`src/rtl/scc_pkg.sv`:
```
package scc_pkg;
  localparam logic [7:0] ADDR_RUN_CFG = 8'h00;
  localparam logic [7:0] ADDR_RUN_EXT = 8'h04;
  localparam logic [7:0] ADDR_OSC_CTL = 8'h08;
  localparam logic [7:0] ADDR_RESET_CAUSE = 8'h0c;
  localparam logic [7:0] ADDR_REG_CTL = 8'h10;
  localparam logic [7:0] ADDR_PLL_XLATE = 8'h14;
  localparam logic [7:0] ADDR_PERIPH_GATE = 8'h18;
  localparam logic [7:0] ADDR_STATUS = 8'h1c;
  localparam int CFG_MAIN_DIS = 0;
  localparam int CFG_INT_DIS = 1;
  localparam int CFG_SRC_LSB = 4;
  localparam int CFG_CRYSTAL_NUMBER_LSB = 6;
  localparam int CFG_BYPASS = 11;
  localparam int CFG_PWRDN = 13;
  localparam int CFG_USESYS = 22;
  localparam int CFG_DIV_LSB = 23;
  localparam int EXT_USB_PD = 14;
  localparam int EXT_USE = 31;
  localparam int OSC_CHECK_BIT = 0;
  localparam int RC_POR_BIT = 0;
  localparam int RC_FAIL_BIT = 16;
  localparam logic [31:0] RUN_CFG_RST = 32'h0000_2ad1;
  localparam logic [31:0] RUN_EXT_RST = 32'h0000_6810;
  localparam logic [3:0] VOLTAGE_ADJUST_RST = 4'h5;
  localparam logic [7:0] PERIPH_GATE_RST = 8'h00;
  localparam logic [4:0] CRYSTAL_NUMBER_Q_RST = 5'h1f;
  localparam logic [15:0] RELOCK_LOAD = 16'h1200;
  localparam logic [15:0] RELOCK_LOAD_HI = 16'h2400;
  localparam logic [4:0] CRYSTAL_NUMBER_HI_LIMIT = 5'h0f;
  localparam logic [5:0] FAIL_HOLD_TICKS = 6'd32;
  localparam logic [7:0] CHK_WINDOW = 8'd64;
  localparam logic [7:0] CHK_MIN = 8'd3;
  localparam logic [7:0] CHK_MAX = 8'd125;
  localparam logic [3:0] VOLTAGE_ADJUST_MAX = 4'd10;
  localparam logic [11:0] VOUT_MIN_MV = 12'd2250;
  localparam logic [11:0] VOUT_MAX_MV = 12'd2750;
  localparam logic [11:0] REGULATOR_STEP_MV = 12'd50;
  localparam int PLL_VCO_MHZ = 400;
  localparam int ADC_MHZ = 16;
  localparam logic [4:0] ADC_DIV = 5'(PLL_VCO_MHZ / ADC_MHZ);

  typedef enum logic [2:0] {
    SRC_MAIN = 3'h0, SRC_INT = 3'h1, SRC_INT4 = 3'h2,
    SRC_LF = 3'h3, SRC_RTC = 3'h4, SRC_PLL = 3'h5
  } scc_src_t;

  typedef enum logic [2:0] {
    ST_RUN = 3'b001, ST_HOLD = 3'b010, ST_NMI = 3'b100
  } scc_state_t;

  typedef struct packed {
    logic int_fast;
    logic main;
    logic low_freq;
    logic rtc;
    logic pll;
  } scc_ticks_t;

  typedef struct packed {
    logic [4:0] r;
    logic [13:0] f;
  } scc_pll_set_t;

  // VCO target is PLL_VCO_MHZ; every pair lands within 0.02 percent
  function automatic scc_pll_set_t scc_xlate(input logic [4:0] x);
    scc_pll_set_t s;
    s = '0;
    case (x)
      5'h04: s = '{r: 5'd4, f: 14'd447};
      5'h0a: s = '{r: 5'd1, f: 14'd100};
      5'h0b: s = '{r: 5'd1, f: 14'd80};
      5'h0c: s = '{r: 5'd3, f: 14'd200};
      5'h0e: s = '{r: 5'd1, f: 14'd50};
      5'h10: s = '{r: 5'd1, f: 14'd40};
      5'h12: s = '{r: 5'd3, f: 14'd100};
      5'h14: s = '{r: 5'd1, f: 14'd25};
      5'h15: s = '{r: 5'd12, f: 14'd293};
      default: s = '0;
    endcase
    return s;
  endfunction
endpackage

```
`src/rtl/scc_relock.sv`:
```
`timescale 1ns/10ps
module scc_relock
  import scc_pkg::*;
(
  input logic clk_sys,
  input logic sys_rst,
  input logic main_crystal_osc_tick,
  input logic restart,
  input logic hi_crystal,
  output logic ready
);
  logic [15:0] count;
  logic [15:0] next_count;

  // Counts only on main oscillator ticks: a dead crystal never reports lock
  always_comb
  begin
    next_count = count;
    if (restart)
      next_count = hi_crystal ? RELOCK_LOAD_HI : RELOCK_LOAD;
    else if (main_crystal_osc_tick && count != 16'h0)
      next_count = count - 16'h1;
  end

  always_ff @(posedge clk_sys or posedge sys_rst)
  begin
    if (sys_rst)
      count <= RELOCK_LOAD;
    else
      count <= next_count;
  end

  assign ready = (count == 16'h0);
endmodule

```
`src/rtl/scc_clock_ctrl.sv`:
```
`timescale 1ns/10ps
module scc_clock_ctrl
  import scc_pkg::*;
(
  input logic clk_sys,
  input logic sys_rst,
  input logic [7:0] reg_addr,
  input logic [31:0] reg_wdata,
  input logic reg_wr,
  input logic reg_rd,
  output logic [31:0] reg_rdata,
  input scc_ticks_t osc_ticks,
  input logic nmi_pin,
  input logic nmi_pin_en,
  output logic system_clock_out,
  output logic [7:0] periph_clk_en,
  output logic adc_clk_en,
  output logic main_osc_en,
  output logic int_osc_en,
  output logic main_pll_normal,
  output scc_pll_set_t main_pll_cfg,
  output logic usb_pll_normal,
  output logic usb_pll_ready,
  output logic sys_reset_req,
  output logic nmi_req,
  output logic [11:0] regulator_mv
);
  scc_state_t state, next_state;
  logic [31:0] run_cfg, next_run_cfg, run_ext, next_run_ext;
  logic osc_check, next_osc_check;
  logic rc_por, next_rc_por, rc_fail, next_rc_fail;
  logic [3:0] voltage_adjust, next_voltage_adjust;
  logic [7:0] gate, next_gate;
  logic [4:0] crystal_number_q;
  logic main_pd_q, usb_pd_q;
  scc_pll_set_t pll_xlate, next_pll_xlate;
  logic [7:0] chk_win, next_chk_win, chk_cnt, next_chk_cnt;
  logic [5:0] hold_cnt, next_hold_cnt;
  logic fail_det, next_nmi;
  scc_src_t cur_src, next_cur_src, want_src;
  logic [1:0] int4_cnt, next_int4_cnt;
  logic [5:0] div_cnt, next_div_cnt;
  logic [4:0] adc_cnt, next_adc_cnt;
  logic int4_tick, src_tick, sys_pulse, adc_pulse;
  logic next_system_clock_out, next_adc;
  logic [7:0] next_periph;
  logic [31:0] next_rdata;
  logic use_ext, eff_bypass, eff_pwrdn, usb_pd, hi_crystal_number, pll_ready, main_ready;
  logic crystal_number_chg, main_restart, usb_restart;
  logic [2:0] eff_src;
  logic [5:0] eff_div;
  logic [4:0] crystal;

  function automatic logic scc_tick_of(input scc_src_t s, input scc_ticks_t t,
                                       input logic i4);
    case (s)
      SRC_MAIN: return t.main;
      SRC_INT: return t.int_fast;
      SRC_INT4: return i4;
      SRC_LF: return t.low_freq;
      SRC_RTC: return t.rtc;
      SRC_PLL: return t.pll;
      default: return 1'b0;
    endcase
  endfunction

  // Extended register overrides the shared fields when selected
  assign use_ext = run_ext[EXT_USE];
  assign eff_src = use_ext ? run_ext[CFG_SRC_LSB +: 3]
                           : {1'b0, run_cfg[CFG_SRC_LSB +: 2]};
  assign eff_bypass = use_ext ? run_ext[CFG_BYPASS] : run_cfg[CFG_BYPASS];
  assign eff_pwrdn = use_ext ? run_ext[CFG_PWRDN] : run_cfg[CFG_PWRDN];
  assign eff_div = use_ext ? run_ext[CFG_DIV_LSB +: 6]
                           : {2'b00, run_cfg[CFG_DIV_LSB +: 4]};
  assign usb_pd = run_ext[EXT_USB_PD];
  assign crystal = run_cfg[CFG_CRYSTAL_NUMBER_LSB +: 5];
  assign hi_crystal_number = crystal > CRYSTAL_NUMBER_HI_LIMIT;
  assign crystal_number_chg = crystal != crystal_number_q;
  assign main_restart = crystal_number_chg | (main_pd_q & ~eff_pwrdn);
  assign usb_restart = crystal_number_chg | (usb_pd_q & ~usb_pd);
  assign pll_ready = main_ready & ~eff_pwrdn;

  scc_relock u_relock_main (
    .clk_sys(clk_sys),
    .sys_rst(sys_rst),
    .main_crystal_osc_tick(osc_ticks.main),
    .restart(main_restart),
    .hi_crystal(hi_crystal_number),
    .ready(main_ready)
  );

  // USB PLL takes only the main oscillator as reference and is unguarded
  scc_relock u_relock_usb (
    .clk_sys(clk_sys),
    .sys_rst(sys_rst),
    .main_crystal_osc_tick(osc_ticks.main),
    .restart(usb_restart),
    .hi_crystal(hi_crystal_number),
    .ready(usb_pll_ready)
  );

  // Registers; a failure reset returns configuration to defaults
  always_comb
  begin
    next_run_cfg = run_cfg;
    next_run_ext = run_ext;
    next_osc_check = osc_check;
    next_rc_por = rc_por;
    next_rc_fail = rc_fail;
    next_voltage_adjust = voltage_adjust;
    next_gate = gate;
    if (state != ST_RUN)
    begin
      next_run_cfg = RUN_CFG_RST;
      next_run_ext = RUN_EXT_RST;
      next_osc_check = 1'b0;
      next_voltage_adjust = VOLTAGE_ADJUST_RST;
      next_gate = PERIPH_GATE_RST;
    end
    else if (reg_wr)
    begin
      case (reg_addr)
        ADDR_RUN_CFG: next_run_cfg = reg_wdata;
        ADDR_RUN_EXT: next_run_ext = reg_wdata;
        ADDR_OSC_CTL: next_osc_check = reg_wdata[OSC_CHECK_BIT];
        ADDR_RESET_CAUSE:
        begin
          next_rc_por = rc_por & reg_wdata[RC_POR_BIT];
          next_rc_fail = rc_fail & reg_wdata[RC_FAIL_BIT];
        end
        ADDR_REG_CTL: next_voltage_adjust = (reg_wdata[3:0] > VOLTAGE_ADJUST_MAX) ? VOLTAGE_ADJUST_MAX : reg_wdata[3:0];
        ADDR_PERIPH_GATE: next_gate = reg_wdata[7:0];
        default: ;
      endcase
    end
    // Set wins over a clear written in the same cycle
    if (fail_det)
      next_rc_fail = 1'b1;
    next_pll_xlate = crystal_number_chg ? scc_xlate(crystal) : pll_xlate;
  end

  always_ff @(posedge clk_sys or posedge sys_rst)
  begin
    if (sys_rst)
    begin
      run_cfg <= RUN_CFG_RST;
      run_ext <= RUN_EXT_RST;
      osc_check <= 1'b0;
      rc_por <= 1'b1;
      rc_fail <= 1'b0;
      voltage_adjust <= VOLTAGE_ADJUST_RST;
      gate <= PERIPH_GATE_RST;
      crystal_number_q <= CRYSTAL_NUMBER_Q_RST;
      main_pd_q <= 1'b1;
      usb_pd_q <= 1'b1;
      pll_xlate <= '0;
    end
    else
    begin
      run_cfg <= next_run_cfg;
      run_ext <= next_run_ext;
      osc_check <= next_osc_check;
      rc_por <= next_rc_por;
      rc_fail <= next_rc_fail;
      voltage_adjust <= next_voltage_adjust;
      gate <= next_gate;
      crystal_number_q <= crystal;
      main_pd_q <= eff_pwrdn;
      usb_pd_q <= usb_pd;
      pll_xlate <= next_pll_xlate;
    end
  end

  // Oscillator check window and failure sequence
  always_comb
  begin
    next_chk_win = chk_win;
    next_chk_cnt = chk_cnt;
    next_state = state;
    next_hold_cnt = hold_cnt;
    fail_det = 1'b0;
    next_nmi = nmi_pin_en & nmi_pin;
    if (!osc_check || state != ST_RUN)
    begin
      next_chk_win = 8'h00;
      next_chk_cnt = 8'h00;
    end
    else
    begin
      if (osc_ticks.main && chk_cnt != 8'hff)
        next_chk_cnt = chk_cnt + 8'd1;
      if (osc_ticks.int_fast)
      begin
        if (chk_win == CHK_WINDOW - 8'd1)
        begin
          fail_det = (chk_cnt < CHK_MIN) || (chk_cnt > CHK_MAX);
          next_chk_win = 8'h00;
          next_chk_cnt = 8'h00;
        end
        else
          next_chk_win = chk_win + 8'd1;
      end
    end
    unique case (state)
      ST_RUN:
        if (fail_det)
        begin
          next_state = ST_HOLD;
          next_hold_cnt = 6'd0;
        end
      ST_HOLD:
        if (osc_ticks.int_fast)
        begin
          if (hold_cnt == FAIL_HOLD_TICKS - 6'd1)
          begin
            next_state = ST_NMI;
            next_nmi = 1'b1;
          end
          else
            next_hold_cnt = hold_cnt + 6'd1;
        end
      ST_NMI: next_state = ST_RUN;
    endcase
  end

  always_ff @(posedge clk_sys or posedge sys_rst)
  begin
    if (sys_rst)
    begin
      state <= ST_RUN;
      chk_win <= 8'h00;
      chk_cnt <= 8'h00;
      hold_cnt <= 6'd0;
      nmi_req <= 1'b0;
    end
    else
    begin
      state <= next_state;
      chk_win <= next_chk_win;
      chk_cnt <= next_chk_cnt;
      hold_cnt <= next_hold_cnt;
      nmi_req <= next_nmi;
    end
  end

  // Source mux: a change lands only on a tick of the old source, unless the
  // old source is the PLL and it has lost ready, so no shortened pulse; a
  // failure forces the internal source at once since the old one may be dead
  always_comb
  begin
    int4_tick = osc_ticks.int_fast && int4_cnt == 2'd3;
    next_int4_cnt = osc_ticks.int_fast ? int4_cnt + 2'd1 : int4_cnt;
    src_tick = scc_tick_of(cur_src, osc_ticks, int4_tick);
    if (state != ST_RUN)
      want_src = SRC_INT;
    else if (!eff_bypass && !eff_pwrdn && run_cfg[CFG_USESYS] && pll_ready)
      want_src = SRC_PLL;
    else if (eff_src <= 3'h4)
      want_src = scc_src_t'(eff_src);
    else
      want_src = SRC_INT;
    next_cur_src = cur_src;
    if (state != ST_RUN || (cur_src == SRC_PLL && !pll_ready))
      next_cur_src = want_src;
    else if (want_src != cur_src && src_tick)
      next_cur_src = want_src;
    sys_pulse = 1'b0;
    next_div_cnt = div_cnt;
    if (src_tick)
    begin
      if (!run_cfg[CFG_USESYS] || div_cnt >= eff_div)
      begin
        sys_pulse = 1'b1;
        next_div_cnt = 6'd0;
      end
      else
        next_div_cnt = div_cnt + 6'd1;
    end
    adc_pulse = 1'b0;
    next_adc_cnt = adc_cnt;
    if (osc_ticks.pll && pll_ready)
    begin
      if (adc_cnt == ADC_DIV - 5'd1)
      begin
        adc_pulse = 1'b1;
        next_adc_cnt = 5'd0;
      end
      else
        next_adc_cnt = adc_cnt + 5'd1;
    end
    next_system_clock_out = sys_pulse;
    next_periph = gate & {8{sys_pulse}};
    next_adc = adc_pulse & gate[0];
  end

  always_ff @(posedge clk_sys or posedge sys_rst)
  begin
    if (sys_rst)
    begin
      cur_src <= SRC_INT;
      int4_cnt <= 2'd0;
      div_cnt <= 6'd0;
      adc_cnt <= 5'd0;
      system_clock_out <= 1'b0;
      periph_clk_en <= 8'h00;
      adc_clk_en <= 1'b0;
    end
    else
    begin
      cur_src <= next_cur_src;
      int4_cnt <= next_int4_cnt;
      div_cnt <= next_div_cnt;
      adc_cnt <= next_adc_cnt;
      system_clock_out <= next_system_clock_out;
      periph_clk_en <= next_periph;
      adc_clk_en <= next_adc;
    end
  end

  always_comb
  begin
    next_rdata = 32'h0;
    if (reg_rd)
    begin
      case (reg_addr)
        ADDR_RUN_CFG: next_rdata = run_cfg;
        ADDR_RUN_EXT: next_rdata = run_ext;
        ADDR_OSC_CTL: next_rdata[OSC_CHECK_BIT] = osc_check;
        ADDR_RESET_CAUSE:
        begin
          next_rdata[RC_POR_BIT] = rc_por;
          next_rdata[RC_FAIL_BIT] = rc_fail;
        end
        ADDR_REG_CTL: next_rdata = {28'h0, voltage_adjust};
        ADDR_PLL_XLATE: next_rdata = {13'h0, pll_xlate};
        ADDR_PERIPH_GATE: next_rdata = {24'h0, gate};
        ADDR_STATUS: next_rdata = {27'h0, usb_pll_ready, pll_ready, cur_src};
        default: next_rdata = 32'h0;
      endcase
    end
  end

  always_ff @(posedge clk_sys or posedge sys_rst)
  begin
    if (sys_rst)
      reg_rdata <= 32'h0;
    else
      reg_rdata <= next_rdata;
  end

  assign sys_reset_req = (state == ST_HOLD);
  assign int_osc_en = ~run_cfg[CFG_INT_DIS] | (state != ST_RUN);
  assign main_osc_en = ~run_cfg[CFG_MAIN_DIS];
  assign main_pll_normal = ~eff_pwrdn;
  assign main_pll_cfg = pll_xlate;
  assign usb_pll_normal = ~usb_pd;
  assign regulator_mv = 12'(VOUT_MIN_MV + REGULATOR_STEP_MV * {8'h0, voltage_adjust});
endmodule

```
`config.mk`:
```
export PLATFORM = sky130hd
export DESIGN_NAME = scc_clock_ctrl
export DESIGN_NICKNAME = d
export VERILOG_FILES = /design/src/rtl/scc_pkg.sv /design/src/rtl/scc_relock.sv /design/src/rtl/scc_clock_ctrl.sv
export SDC_FILE = /design/constraint.sdc
export NUM_CORES = 1
export LEC_CHECK = 0
export BUFFER_PORTS_ARGS = -buffer_cell sky130_fd_sc_hd__buf_2
export CAP_MARGIN = 20
export CELL_PAD_IN_SITES_DETAIL_PLACEMENT = 0
export CELL_PAD_IN_SITES_GLOBAL_PLACEMENT = 1
export CORE_AREA = 5 5 162 179
export DETAILED_ROUTE_END_ITERATION = 6
export DIE_AREA = 0 0 167 184
export GPL_TIMING_DRIVEN = 0
export HOLD_SLACK_MARGIN = 0.12
export PLACE_DENSITY = 0.87
export SYNTH_ARGS = -nofsm -noshare
export SYNTH_HDL_FRONTEND = slang
export SYNTH_SLANG_ARGS = --single-unit
```
`constraint.sdc`:
```
create_clock -name clk_sys -period 5.7 [get_ports clk_sys]
set_input_delay 0.285 -clock clk_sys [delete_from_list [all_inputs] [get_ports clk_sys]]
set_output_delay 0.285 -clock clk_sys [all_outputs]
set_load 0.01 [all_outputs]
```
==> out/metrics.cfg, run 1 <==
[timing]
fin_setup_tns_ns=0
finalCritPeriodShare_pct=59.1
worst_clock_skew_ns=0.00955
holdWs_ns=0.150
grt_setup_unrepaired=no
final_hold_viol_count=0
period_needed_ns=3.37
maxSlewViolCount=0
clock.fmax_mhz=297
slew-limit-headroom_pct=39.0
worst_pin_slew_ns=0.915
finalSetupViolCount=0

[synth]
synth_top_cells_by_area=dfrtp_1 43%, nand2_1 6.7%, dfstp_2 6.5%
synthTopCellsByCount=194 x nand2_1, 187 x dfrtp_1, 108 x nor2_1, 105 x a21oi_1, 49 x nand3_1
synth_area_um2=10900
post_synth_adder_cell_area_pct=3.52
syn-instance-count=1139
synth-seq-area-share_pct=49.6
postSynthRegisterBits=214
synth_mux_area_share_pct=5.34
synth.largest_area_cell=dfrtp_1
synthSimpleGateAreaFrac_pct=21.3
syn-mean-instance-area_um2=9.54
most_frequent_cell_after_synthesis=nand2_1
synthDistinctLibCells=80
yosys.area_share.xor_xnor_pct=4.76
synth_flop_cell=dfrtp_1
yosys_warnings=0
synth-compound-area-share_pct=11.2
synth_edf_count=0
synth_top_family_by_area=simple AND/OR/NAND/NOR gates
yosysTopAreaCellShare_pct=43.1
ys_async_sr_fraction_pct=100

[drt]
route.top_layer_used=met4
met3_wirelength_mm=1.99
first_pass_iters=7
routed_length_per_placed_instance_um=17.0
metal_1_wl_mm=12.9
detail_route.iter0.violations=698
drc_errors=0
routed-via-count=8956
routed_wirelength_mm=29.0
ant_nets=0
wl_met2_mm=13.5
viasPerCell=5.25

[final_layout]
layout-area-overhead-vs-synth_pct=21.7
count_of_placed_standard_cells_in_the_final_layout_fillers_left_out=1705
post_route_standard_cell_area_excluding_fillers_um2=13200
final_net_count=1413
post_route_cells_drive_above_1_share_pct=18.6

[pwr]
netSwitchingPower_uw=974
p_leak_nw=5.79
fin_total_pwr_mw=3.77
power-per-cell-area_nw_per_um2=285
ir_drop_v=0.000185
share_comb_of_total_power_pct=11.1
pwr-share-seq_pct=46.9
pwr-share-clk_pct=42.0
p_int_mw=2.79
fraction_of_power_spent_switching_nets_pct=25.9

[grt]
vias_in_the_first_global_route=8910
grt_remaining_overflow=0
grt_antenna_before_repair=0
grt_start_max_net_pins=41
grt_pass1_wl_mm=47.6
gr-usage-all-layers_pct=18.7

[place]
place_area_um2=12100
buffer_ports.inserted=119
hpwlAfterDp_mm=21.3
gp_congestion=0.848
dpl.cell_count=1627

[setup_path]
worstSetupPathType=flop to flop
critical_path.max_fanout=10
data_required_time_at_the_worst_endpoint_ns=6.10
setup.worst_path.start_class=flop
kind_of_end_point_of_the_critical_path=flop
cp_data_arrival_time_ns=3.76

[clock_network]
tritoncts.num_buffers=24
clk_pin_slew_ns=0.06
clock_latency_ns=0.51
htree_num_levels=1
cts_repair_resize_count=0
cts.root.buffer_cell=clkbuf_16
clock_sink_count=214
cts.path.max_buffers=3
cts_tree=yes
post_cts.repair.setup_buffers=0

[die]
pin_count=131
starting_utilization_of_the_core_area_pct=40.4
die_x_um=167
die_height_um=184
placeableCoreArea_um2=26900
row_count=63
floorplan.die_area_um2=30700

[run_status]
run_status=completed

[flow_run]
timing.max_cap.violations=0

[hold_path]
worstHoldPathType=input port to flop

## cells by family after synthesis
logic type,after synthesis
adders and majority gates,30
AOI/OAI and AO/OA,198
muxes,52
DFF,214
xor gates and xnor gates,59
and+or+nand+nor,481
other,2
buffers and inverters,103
## cell usage in the layout (no fill, tap or decap), drive strengths merged, types with 5 or more instances in the layout
cell,Yosys,layout
or3,6,6
nand3b,6,6
nor4,11,11
nand2,194,194
a21oi,105,105
and2,12,12
buf,25,150
inv,34,34
a21o,8,8
o21ai,25,25
nand3,49,49
xnor2,34,34
nand2b,7,7
or4,7,7
mux2,18,18
clkbuf,44,77
dlygate4sd3,0,36
a222oi,5,5
dfrtp,187,187
xor2,25,25
nor3,26,26
nor2,108,108
nand4,14,14
nor3b,6,6
mux2i,31,31
nor2b,16,16
a22oi,6,6
dfstp,27,27
conb,2,8
a31oi,9,9
o21a,5,5
ha,29,29
## worst max-delay path: stages (launching register included)
cell and delay (ns):
dfrtp_1 0.36, buf_8 0.12, clkbuf_1 0.44, mux2_2 0.41, ha_1 0.26, nand2b_1 0.14, a21o_1 0.18, a21o_1 0.17
a41oi_1 0.46, nor2_1 0.10, clkbuf_1 0.33, and2_1 0.28
## power groups by stage
stage | registers [mW] | logic, mW | clock network [mW]
floorplan | 1.76 | 0.294 | 0
finish | 1.77 | 0.417 | 1.58
detailed placement | 1.79 | 0.397 | 0
global route | 1.78 | 0.474 | 1.68
CTS | 1.77 | 0.420 | 1.62
global placement | 1.79 | 0.376 | 0
## metrics by stage
step                      utilization [%]  worst slack [ns]
final                                49.2              2.33
after global routing                 49.2              2.11
after CTS                            49.2              2.29
after detailed placement             44.8              2.31
after global placement               44.4              1.28
after floorplan                         -              2.65
## registers in the layout, indices dropped and copies added, names as in the netlist, 6 cells and up
name / flops
gate: 8
chk_win: 8
periph_clk_en: 8
reg_rdata: 32
u_relock_usb.count: 16
run_cfg: 32
chk_cnt: 8
run_ext: 32
hold_cnt: 6
u_relock_main.count: 16
main_pll_cfg: 12
div_cnt: 6
## final cells by class
class,instances,area [um2]
Inverter,34,131
Buffer,69,334
Sequential cell,214,5390
Timing Repair Buffer,161,1080
Clock inverter,8,126
Multi-Input combinational cell,828,5040
Fill cell,2481,13700
Clock buffer,33,676
Tap cell,357,447
Antenna cell,1,2.50
## routing by layer
layer,vias up,GRT usage (%)
met4,0,4.29
met3,45,3.76
met1,4336,25.9
li1,4296,-
met2,279,30.6
met5,-,0
## worst paths after layout
kind	startpoint	to	slack (ns)	cells past startpoint
min reg2reg	run_cfg[7]	crystal_number_q[1]	0.37	0
min	osc_ticks[4]	state[2]	0.15	3
max	run_ext[31]	periph_clk_en[6]	2.33	11
min in group asynchronous	sys_rst	periph_clk_en[0]	0.30	3
max in group asynchronous	sys_rst	run_cfg[0]	4.33	6
max reg2reg	run_ext[31]	periph_clk_en[6]	2.33	11
## timing repair
item | CTS | global route
endpoints found under the setup margin | 0 | 0
hold buffers | 36 | 0
hold endpoints to repair | 120 | 0
Power figures use the tool's default switching activity.
==> run 2: changes to the inputs <==
CORE_AREA = 5 5 155 171   (was 5 5 162 179)
DIE_AREA = 0 0 160 176   (was 0 0 167 184)
PLACE_DENSITY = 0.9   (was 0.87)
clock period = 3.31 ns   (was 5.7 ns; I/O delays follow)
==> out/metrics.cfg, run 2 (same netlist as run 1, synthesis figures left out) <==
[drt]
first_pass_iters=6  ; -1
routed_length_per_placed_instance_um=17.3  ; +1.9%
detail_route.iter0.violations=761  ; +9.0%
ant_nets=0  ; unchanged
viasPerCell=5.46  ; +3.9%
drc_errors=0  ; unchanged
routed_wirelength_mm=28.9  ; -0.52%
routed-via-count=9089  ; +1.5%

[clock_network]
tritoncts.num_buffers=23  ; -4.2%
cts_tree=yes
cts.path.max_buffers=3  ; unchanged
clock_sink_count=214  ; unchanged
htree_num_levels=1  ; unchanged
clk_pin_slew_ns=0.06  ; about the same
cts.root.buffer_cell=clkbuf_16
clock_latency_ns=0.51  ; about the same
post_cts.repair.setup_buffers=0  ; unchanged

[setup_path]
cpPeakStageDelay_ns=0.64  ; +0.18 ns
critical_path.reg2reg.startpoint=run_ext[31]
worstPathBufferInverterCount=3  ; unchanged
startpoint=voltage_adjust[2]
cp_data_arrival_time_ns=2.90  ; -0.86 ns
kind_of_end_point_of_the_critical_path=output port
crit_chain=inv_1 -> ha_1 -> inv_1 -> fa_1 -> xnor2_1 -> nor3b_2 -> xor2_1 -> buf_2
data_required_time_at_the_worst_endpoint_ns=3.14  ; -2.96 ns
critical_path.slowest_cell=dfstp_2
worstSetupPathType=flop to output port
critical_path.reg2reg.endpoint=periph_clk_en[6]
r2r_setup_slack_ns=0.34  ; -1.99 ns
critical-path-top-cell-by-count=inv_1
critical_path.max_fanout=8  ; -2
setup.worst_path.start_class=flop
ff2ff_path_depth=10  ; -1
worst_path_dominant_cell_family=adder cells

[place]
place_area_um2=12000  ; -0.59%
hpwlAfterDp_mm=20.6  ; -3.5%
dpl.cell_count=1579  ; -3.0%
buffer_ports.inserted=119  ; unchanged
gp_congestion=0.858  ; +1.2%

[final_layout]
fillerInstances=2115  ; -15%
diodes_inserted=0  ; -1
biggestRegsByFlops=reg_rdata x32, run_cfg x32, run_ext x32
final_net_count=1419  ; +0.42%
layout-area-overhead-vs-synth_pct=21.5
count_of_placed_standard_cells_in_the_final_layout_fillers_left_out=1665  ; -2.3%
layout_commonest_cell=nand2_1
post_route_standard_cell_area_excluding_fillers_um2=13200  ; -0.12%
post_route_cells_drive_above_1_share_pct=18.4  ; -0.18 points
mostFrequentLayoutCells=194 x nand2_1, 187 x dfrtp_1, 126 x buf_2

[run_status]
run_status=completed

[die]
placeableCoreArea_um2=24400  ; -9.2%
die_height_um=176  ; -4.3%
die_x_um=160  ; -4.2%
starting_utilization_of_the_core_area_pct=44.5  ; +4.1 points
pin_count=131  ; unchanged
row_count=60  ; -4.8%
floorplan.die_area_um2=28200  ; -8.4%

[timing]
clock.fmax_mhz=326
period_needed_ns=3.07
maxSlewViolCount=0  ; unchanged
worst_pin_slew_ns=0.969  ; +0.0534 ns
slew-limit-headroom_pct=35.4  ; -3.6 points
finalSetupViolCount=0  ; unchanged
fin_setup_tns_ns=0  ; unchanged
worst_clock_skew_ns=0.0155  ; +0.00594 ns
finalCritPeriodShare_pct=92.7
final_hold_viol_count=0  ; unchanged
grt_setup_unrepaired=no

[hold_path]
worstHoldEndpoint=u_relock_usb.count[12]
hold_start=osc_ticks[3]
worstHoldPathType=input port to flop
whs_path_depth=5  ; +2

[grt]
grt_pass1_wl_mm=47.1  ; -1.0%
grt_antenna_before_repair=0  ; unchanged
vias_in_the_first_global_route=9009  ; +1.1%
grt_remaining_overflow=0  ; unchanged
gr-usage-all-layers_pct=20.2  ; +1.5 points
grt_start_max_net_pins=44  ; +7.3%

[pwr]
power-per-cell-area_nw_per_um2=485  ; +70%
ir_drop_v=0.000329  ; +78%
p_leak_nw=5.81  ; +0.44%

[flow_run]
timing.max_cap.violations=0  ; unchanged

## run 2: where the power goes
part	total (mW)	switching, mW	internal [mW]
sequential	3.04	0.226	2.81
clock	2.64	1.05	1.59
combinational	0.719	0.378	0.341
total	6.40	1.66	4.74
## run 2: cell type report
class | count | area [um2] | area share, %
flip-flops and latches | 214 | 5390 | 40.8
multi-input cells | 828 | 5040 | 38.2
repair buffers | 169 | 1150 | 8.74
clock buffers | 34 | 647 | 4.90
well taps | 310 | 388 | 2.94
plain buffers | 68 | 330 | 2.50
inverters | 34 | 131 | 0.995
clock inverters | 8 | 121 | 0.919
## run 2: worst register-to-register path, stage by stage (launching register included)
cell,delay (ns)
dfrtp_1,0.35
buf_8,0.17
mux2_2,0.36
ha_1,0.26
nand2b_1,0.14
a21o_1,0.17
a21o_1,0.17
a41oi_1,0.48
nor2_1,0.10
clkbuf_1,0.33
and2_1,0.29
## run 2: how the worst max path moves through the flow
stage	end	cells after the start	slack, ns
floorplan	adc_clk_en	1	0.38
global placement	nmi_req	2	-0.91
detailed placement	periph_clk_en[5]	11	-0.05
CTS	regulator_mv[8]	8	0.17
global route	regulator_mv[8]	8	0.05
finish	regulator_mv[8]	8	0.24
## run 2: metrics by stage
step | hold WS (ns) | setup slack [ns] | utilization, % | power (mW)
after floorplan | 0.278 | 0.382 | - | 3.54
after global placement | 0.354 | -0.914 | 48.7 | 3.72
after detailed placement | 0.340 | -0.0507 | 49.1 | 3.77
after CTS | 0.159 | 0.168 | 54.1 | 6.45
after global routing | 0.196 | 0.0518 | 54.1 | 6.68
final | 0.179 | 0.241 | 54.1 | 6.40
## run 2: repair_timing
| item | 4_1_cts | 5_1_grt |
|---|---|---|
| gates resized for setup | 0 | 1 |
| hold buffers | 45 | 0 |
| hold endpoints to repair | 115 | 0 |
| setup endpoints to repair | 7 | 1 |
## run 2: per-layer routing
metal	track usage, %	share of wire, %
met1	28.3	45
met2	32.7	46
met3	3.39	6.3
met4	6.06	2.8
met5	0	0
